===== src/common/dsl_map.svh =====
// constants for the dual dac serial load control block
// Functional notes
// - each serial clock rise shifts serial_in in
// - select high: serial clock edges ignored
// - select rising commits shift register to input
// - commits never touch the dac registers
// - load strobe low copies inputs to dacs
// - load strobe acts without serial clock edges
// - preset low forces all four registers
// - preset level low gives all zeros
// - preset level high gives midscale value
// - preset level also sets power-on value
// - frame is msb first: address, then data
// - only last frame-length bits are used
// - address 00 none, 01 a, 10 b, 11 both
`ifndef DSL_MAP_SVH
`define DSL_MAP_SVH
`define DSL_DATA_W 16
`define DSL_SR_W 18
`define DSL_FIFO_D 16
`define DSL_FIFO_AW 4
`define DSL_PIN_IDLE 6'h16
`define DSL_PIN_SCLK 5
`define DSL_PIN_CS 4
`define DSL_PIN_SDI 3
`define DSL_PIN_LD 2
`define DSL_PIN_PRE 1
`define DSL_PIN_LVL 0
`define DSL_POR_CNT 2'h3
`define DSL_ZERO 16'h0000
`define DSL_MID_WIDE 16'h8000
`define DSL_MID_NARROW 16'h2000
`define DSL_NARROW_MASK 16'h3fff
`define DSL_ADDR_NONE 2'h0
`define DSL_ADDR_A 2'h1
`define DSL_ADDR_B 2'h2
`define DSL_OFS_CTRL 8'h00
`define DSL_OFS_STAT 8'h04
`define DSL_OFS_IN_A 8'h08
`define DSL_OFS_IN_B 8'h0c
`define DSL_OFS_DAC_A 8'h10
`define DSL_OFS_DAC_B 8'h14
`define DSL_RD_ZERO 32'h0000_0000
`endif


===== src/common/dsl_pkg.sv =====
// types for the dual dac serial load control block
package dsl_pkg;
  typedef struct packed
  {
    logic [1:0] addr;
    logic [15:0] data;
  } dsl_frame_t;
  typedef struct packed
  {
    logic hold;
    logic narrow;
  } dsl_ctrl_t;
endpackage


===== src/logic/dsl_core.sv =====
// serial load, input and dac registers of the dual dac front end
`timescale 1ns/100ps
`include "dsl_map.svh"
module dsl_core
  import dsl_pkg::*;
(
  input wire logic clk_i, // 10 mhz system clock
  input wire logic nrst_i, // sync reset, active low
  input wire logic sclk_i, // serial clock pin
  input wire logic select_n_i, // frame select pin, active low
  input wire logic serial_in_i, // serial data pin
  input wire logic load_strobe_n_i, // dac load pin, active low
  input wire logic preset_n_i, // preset pin, active low
  input wire logic preset_level_i, // 0 zero scale, 1 midscale
  input wire logic [7:0] addr_i, // register byte address
  input wire logic [31:0] wdata_i, // register write data
  input wire logic wr_i, // write strobe
  input wire logic rd_i, // read strobe
  output logic [31:0] rdata_o, // read data, cycle after rd_i
  output logic [15:0] dac_a_o, // dac register a
  output logic [15:0] dac_b_o, // dac register b
  output logic frame_ready_o // fifo can take a frame
);
  logic [5:0] pin_s1;
  logic [5:0] pin_s2;
  logic [5:0] pin_s3;
  logic sclk_rise;
  logic sel_rise;
  logic sel_low;
  logic serial_in;
  logic ld_low;
  logic lvl;
  logic [1:0] por_cnt;
  logic preset_act;
  logic [`DSL_SR_W-1:0] sr;
  dsl_ctrl_t ctrl;
  dsl_frame_t frame_in;
  dsl_frame_t frame_out;
  logic fifo_in_ready;
  logic fifo_out_valid;
  logic pop;
  logic [`DSL_FIFO_AW:0] level;
  logic [15:0] in_a;
  logic [15:0] in_b;
  logic [15:0] pv;

  function automatic logic [15:0] preset_value(input logic narrow, input logic high);
    if (!high)
    begin
      return `DSL_ZERO;
    end
    return narrow ? `DSL_MID_NARROW : `DSL_MID_WIDE;
  endfunction

  function automatic dsl_frame_t frame_decode(input logic narrow,
                                              input logic [`DSL_SR_W-1:0] bits);
    dsl_frame_t f;
    f.addr = narrow ? bits[15:14] : bits[17:16];
    f.data = narrow ? (bits[15:0] & `DSL_NARROW_MASK) : bits[15:0];
    return f;
  endfunction

  // pins are asynchronous to clk_i: two flops before use, third for edges
  always_ff @(posedge clk_i)
  begin
    if (!nrst_i)
    begin
      pin_s1 <= `DSL_PIN_IDLE;
      pin_s2 <= `DSL_PIN_IDLE;
      pin_s3 <= `DSL_PIN_IDLE;
    end
    else
    begin
      pin_s1 <= {sclk_i, select_n_i, serial_in_i, load_strobe_n_i, preset_n_i,
                 preset_level_i};
      pin_s2 <= pin_s1;
      pin_s3 <= pin_s2;
    end
  end

  assign sclk_rise = pin_s2[`DSL_PIN_SCLK] && !pin_s3[`DSL_PIN_SCLK];
  assign sel_low = !pin_s2[`DSL_PIN_CS];
  assign sel_rise = pin_s2[`DSL_PIN_CS] && !pin_s3[`DSL_PIN_CS];
  assign serial_in = pin_s2[`DSL_PIN_SDI];
  assign ld_low = !pin_s2[`DSL_PIN_LD];
  assign lvl = pin_s2[`DSL_PIN_LVL];

  // power-on preset waits until the level pin has crossed the synchroniser
  always_ff @(posedge clk_i)
  begin
    if (!nrst_i)
    begin
      por_cnt <= `DSL_POR_CNT;
    end
    else if (por_cnt != 2'h0)
    begin
      por_cnt <= por_cnt - 2'h1;
    end
  end

  assign preset_act = (por_cnt != 2'h0) || !pin_s2[`DSL_PIN_PRE];
  assign pv = preset_value(ctrl.narrow, lvl);

  // serial shift register; longer frames simply push old bits out the top
  always_ff @(posedge clk_i)
  begin
    if (!nrst_i)
    begin
      sr <= '0;
    end
    else if (sel_low && sclk_rise)
    begin
      sr <= {sr[`DSL_SR_W-2:0], serial_in};
    end
  end

  assign frame_in = frame_decode(ctrl.narrow, sr);

  // frames queue here so software can hold input updates back
  dsl_fifo #(
    .W(`DSL_SR_W),
    .D(`DSL_FIFO_D),
    .AW(`DSL_FIFO_AW)
  ) u_fifo (
    .clk_i(clk_i),
    .nrst_i(nrst_i),
    .in_valid_i(sel_rise),
    .in_ready_o(fifo_in_ready),
    .in_data_i(frame_in),
    .out_valid_o(fifo_out_valid),
    .out_ready_i(pop),
    .out_data_o(frame_out),
    .level_o(level)
  );

  // drain stalls under hold or preset, so preset wins over queued frames
  assign pop = fifo_out_valid && !ctrl.hold && !preset_act;

  always_ff @(posedge clk_i)
  begin
    if (!nrst_i)
    begin
      frame_ready_o <= 1'b0;
    end
    else
    begin
      frame_ready_o <= fifo_in_ready;
    end
  end

  always_ff @(posedge clk_i)
  begin
    if (!nrst_i)
    begin
      in_a <= `DSL_ZERO;
      in_b <= `DSL_ZERO;
    end
    else if (preset_act)
    begin
      in_a <= pv;
      in_b <= pv;
    end
    else if (pop)
    begin
      if (frame_out.addr[0])
      begin
        in_a <= frame_out.data;
      end
      if (frame_out.addr[1])
      begin
        in_b <= frame_out.data;
      end
    end
  end

  // strobe is a level, sampled every clock; no serial clock involved
  always_ff @(posedge clk_i)
  begin
    if (!nrst_i)
    begin
      dac_a_o <= `DSL_ZERO;
      dac_b_o <= `DSL_ZERO;
    end
    else if (preset_act)
    begin
      dac_a_o <= pv;
      dac_b_o <= pv;
    end
    else if (ld_low)
    begin
      dac_a_o <= in_a;
      dac_b_o <= in_b;
    end
  end

  always_ff @(posedge clk_i)
  begin
    if (!nrst_i)
    begin
      ctrl <= '0;
    end
    else if (wr_i && addr_i == `DSL_OFS_CTRL)
    begin
      ctrl <= wdata_i[1:0];
    end
  end

  always_ff @(posedge clk_i)
  begin
    if (!nrst_i)
    begin
      rdata_o <= `DSL_RD_ZERO;
    end
    else if (rd_i)
    begin
      case (addr_i)
        `DSL_OFS_CTRL: rdata_o <= {30'h0, ctrl};
        `DSL_OFS_STAT: rdata_o <= {23'h0, level, preset_act, ld_low,
                                   fifo_out_valid, fifo_in_ready};
        `DSL_OFS_IN_A: rdata_o <= {16'h0, in_a};
        `DSL_OFS_IN_B: rdata_o <= {16'h0, in_b};
        `DSL_OFS_DAC_A: rdata_o <= {16'h0, dac_a_o};
        `DSL_OFS_DAC_B: rdata_o <= {16'h0, dac_b_o};
        default: rdata_o <= `DSL_RD_ZERO;
      endcase
    end
    else
    begin
      rdata_o <= `DSL_RD_ZERO;
    end
  end
endmodule


===== src/logic/dsl_fifo.sv =====
// parameterised fifo between frame commit and input registers
`timescale 1ns/100ps
module dsl_fifo #(
  parameter int W = 18,
  parameter int D = 16,
  parameter int AW = 4
) (
  input wire logic clk_i, // system clock
  input wire logic nrst_i, // sync reset, active low
  input wire logic in_valid_i, // push request
  output logic in_ready_o, // not full
  input wire logic [W-1:0] in_data_i, // push word
  output logic out_valid_o, // not empty
  input wire logic out_ready_i, // pop request
  output logic [W-1:0] out_data_o, // head word
  output logic [AW:0] level_o // words held
);
  logic [W-1:0] mem [D];
  logic [AW-1:0] wr_ptr;
  logic [AW-1:0] rd_ptr;
  logic [AW:0] count;
  logic push;
  logic pop;

  assign in_ready_o = (count < (AW+1)'(D));
  assign out_valid_o = (count != '0);
  assign out_data_o = mem[rd_ptr];
  assign level_o = count;
  assign push = in_valid_i && in_ready_o;
  assign pop = out_valid_o && out_ready_i;

  always_ff @(posedge clk_i)
  begin
    if (push)
    begin
      mem[wr_ptr] <= in_data_i;
    end
  end

  always_ff @(posedge clk_i)
  begin
    if (!nrst_i)
    begin
      wr_ptr <= '0;
      rd_ptr <= '0;
      count <= '0;
    end
    else
    begin
      if (push)
      begin
        wr_ptr <= wr_ptr + 1'b1;
      end
      if (pop)
      begin
        rd_ptr <= rd_ptr + 1'b1;
      end
      if (push && !pop)
      begin
        count <= count + 1'b1;
      end
      else if (pop && !push)
      begin
        count <= count - 1'b1;
      end
    end
  end
endmodule


===== config.mk =====
export PLATFORM = sky130hd
export DESIGN_NAME = dsl_core
export DESIGN_NICKNAME = d
export VERILOG_FILES = /design/src/common/dsl_pkg.sv /design/src/logic/dsl_core.sv /design/src/logic/dsl_fifo.sv
export VERILOG_INCLUDE_DIRS = /design/src /design/src/common
export SDC_FILE = /design/constraint.sdc
export NUM_CORES = 1
export LEC_CHECK = 0
export BUFFER_PORTS_ARGS = -buffer_cell sky130_fd_sc_hd__buf_2
export CAP_MARGIN = 20
export CORE_MARGIN = 5
export CORE_UTILIZATION = 59
export CTS_CLUSTER_DIAMETER = 40
export DETAILED_ROUTE_END_ITERATION = 10
export GPL_TIMING_DRIVEN = 1
export MAX_ROUTING_LAYER = met4
export PLACE_DENSITY = 0.8
export SETUP_SLACK_MARGIN = 0.3
export SLEW_MARGIN = 0
export SYNTH_ARGS = -nofsm -noshare
export SYNTH_HDL_FRONTEND = slang
export SYNTH_SLANG_ARGS = --single-unit

===== constraint.sdc =====
create_clock -name clk_i -period 4.3 [get_ports clk_i]
set_input_delay 0.86 -clock clk_i [delete_from_list [all_inputs] [get_ports clk_i]]
set_output_delay 0.86 -clock clk_i [all_outputs]
set_load 0.03 [all_outputs]

==> metrics.cfg <==
[synthesis]
synth_area_leader_cell = edfxtp_1
ys.flop_type = edfxtp_1
ys_top_cells_by_count = 288 x edfxtp_1, 134 x dfxtp_1, 79 x mux2i_1
synth-edff-count = 288
async_reset_ff_frac = 0
yosysSeqAreaShare = 0.6951
synth_seq_cells = 422
ys_types = 46
syn_area_per_cell_um2 = 15.16
syn-cell-area_um2 = 16300
syn_inst = 1075
ys.warnings.count = 0
synthTopCellsByArea = edfxtp_1 53%, dfxtp_1 16%, mux4_2 7.2%
yosysTopAreaCellShare = 0.5305
yosys.cell_count.top_type = edfxtp_1

[setup_path]
cp.required_ns = 4.76
critPathMaxStageDelay_ns = 0.37
criticalPathCategory = reg -> reg
start_kind = flop
arrival_ns = 3.68
cp_max_fo = 10
crit_path_end_kind = flop
critPathSlowestCell = a211oi_1
crit_chain = inv_1, ha_1, nand2_1, a211oi_1, buf_4, inv_1, ha_1, inv_1, ha_1, a21o_1, a21oi_1, xnor2_1, or3_1, a21oi_1
r2r_cells = 14

[floorplanning]
die_x_um = 176.2
initial_utilization = 0.6015
dieArea_um2 = 31050
fp.dieH_um = 176.2
fp.coreArea_um2 = 27100
io_pins = 115
rows = 60

[global_routing]
grt_first_pass_wirelength_um = 56830
grt_pass1_vias = 9569
antenna_found_initial = 0
grt_max_degree = 48
grt_overflow = 0
gr-usage-all-layers = 0.2470

[timing]
fin_crit_ns = 3.222
fmax_mhz = 310.4
min_period_over_period = 0.7493
fin_ws_ns = 1.078
tightest_slew_ns = 1.099
setup_viol = 0
max-slew-margin-rel = 0.2672
slew_violations = 0
hold_slack_ns = 0.4116
hold_viol_final = 0
tns_ns = 0
skew_ns = 0.01273
rsz0062_at_grt = false

[placement]
dp_hpwl_um = 22160
dpl.cell_count = 1487
gp_congestion = 0.8296
pre_cts_slack_ns = 1.145
io_buffers = 68

[route]
dr.pass1.iters = 5
drt_first_iter_violations = 1252
vias = 9665
viasPerCell = 6.144
drtAntennaViolNets = 0
wl_per_cell_um = 23.75
drt-total-wl_um = 37350
drc = 0

[run]
cap_violations = 0

[finish]
antennaDiodeCount = 0
drive_above_1_share = 0.2231
layout.cells.non_filler = 1573
syn_to_final_growth_pct = 13.91
final_nets = 1225

[clock_network]
root_buffer = clkbuf_16
clk_latency_ns = 0.54
clk_pin_slew_ns = 0.06
cts_hold_repair.buffers = 0
cts_resized = 0
cts-buffers-inserted = 46
clockBufferDepth = 3
cts_tree = done
h-tree-depth = 2
cts_setup_buffers = 0
cts.sinks = 422

[outcome]
status = completed

[power]
pwr_density_cell_nw_per_um2 = 451.3
peakVddDrop_mv = 0.3625
power.leakage_nw = 6.331

[worst_hold_path]
holdPathStages = 1
hp-class = reg -> reg

-- per-layer routing --
layer | routed length, µm | share of wire | up-vias | global-route usage
met5 | 0 | 0 | - | -
met4 | 948 | 0.025 | 0 | 0.06855
met3 | 3248 | 0.087 | 78 | 0.03769
met2 | 18760 | 0.50 | 451 | 0.4033
met1 | 14390 | 0.39 | 4866 | 0.3292
li1 | - | - | 4270 | -
-- worst paths after layout --
path	endpoint	slack [ns]	from
setup / recovery	u_fifo.level_o[4]	1.08	por_cnt[0]
hold / removal	pin_s2[2]	0.41	pin_s1[2]
setup reg to reg	u_fifo.level_o[4]	1.08	por_cnt[0]
hold reg to reg	pin_s2[2]	0.41	pin_s1[2]
-- registers in the layout (all words and copies together) (netlist names), 4 cells and up, named ones only --
signal / flops
dac_a_o: 16
dac_b_o: 16
in_a: 16
in_b: 16
pin_s1: 6
pin_s2: 6
rdata_o: 16
sr: 18
u_fifo.level_o: 5
u_fifo.mem: 288
u_fifo.rd_ptr: 4
u_fifo.wr_ptr: 4
-- report_power, final --
part | internal, mW | switching [mW] | total, mW
Clock | 2.22 | 1.54 | 3.76
Combinational | 0.101 | 0.171 | 0.273
Sequential | 4.31 | 0.0387 | 4.35
Total | 6.63 | 1.75 | 8.38
-- per-stage QoR --
stage | utilization | cell area, µm² | power (mW)
floorplan | - | 16360 | 4.637
global placement | 0.6295 | 17060 | 4.689
detailed placement | 0.6300 | 17070 | 4.699
CTS | 0.6849 | 18560 | 8.414
global route | 0.6851 | 18570 | 8.626
finish | 0.6851 | 18570 | 8.379
-- logic make-up after synthesis --
kind of cell / after synthesis / share of synthesized area
mux: 138 / 0.1252
flops: 422 / 0.6951
fa+ha+maj: 11 / 0.008904
other cells: 1 / 0.0002301
buf+inv: 86 / 0.02756
simple gates: 237 / 0.06670
xor+xnor: 11 / 0.005910
compound gates: 169 / 0.07039
-- area by class of cell --
cell class	instances	area (µm²)
Timing Repair Buffer	101	604.3
Clock inverter	22	170.2
Tap cell	372	465.4
Sequential cell	422	11340
Fill cell	1737	8533
Multi-Input combinational cell	582	4632
Clock buffer	63	1318
Inverter	11	41.29
-- critical path: cells and delay by family (launching register included) --
kind | cells | cell delay (ns)
AO/OA/AOI/OAI | 4 | 0.89
adder cells (fa/ha/maj) | 3 | 0.75
flip-flops | 1 | 0.32
AND/OR/NAND/NOR | 2 | 0.63
buffers and inverters | 4 | 0.46
XOR/XNOR | 1 | 0.09
-- layout by cell type, fill, tap and decap left out, drive strengths merged, types with 10 or more instances in the layout --
master / n
mux2i: 79
clkbuf: 63
buf: 101
nand3: 41
dfxtp: 134
conb: 16
nor2: 77
a222oi: 12
inv: 13
a21oi: 56
nand2b: 13
clkinv: 12
nand2: 64
a22oi: 47
mux4: 52
ha: 10
o21ai: 23
and2: 10
edfxtp: 288
Power figures use the tool's default switching activity.
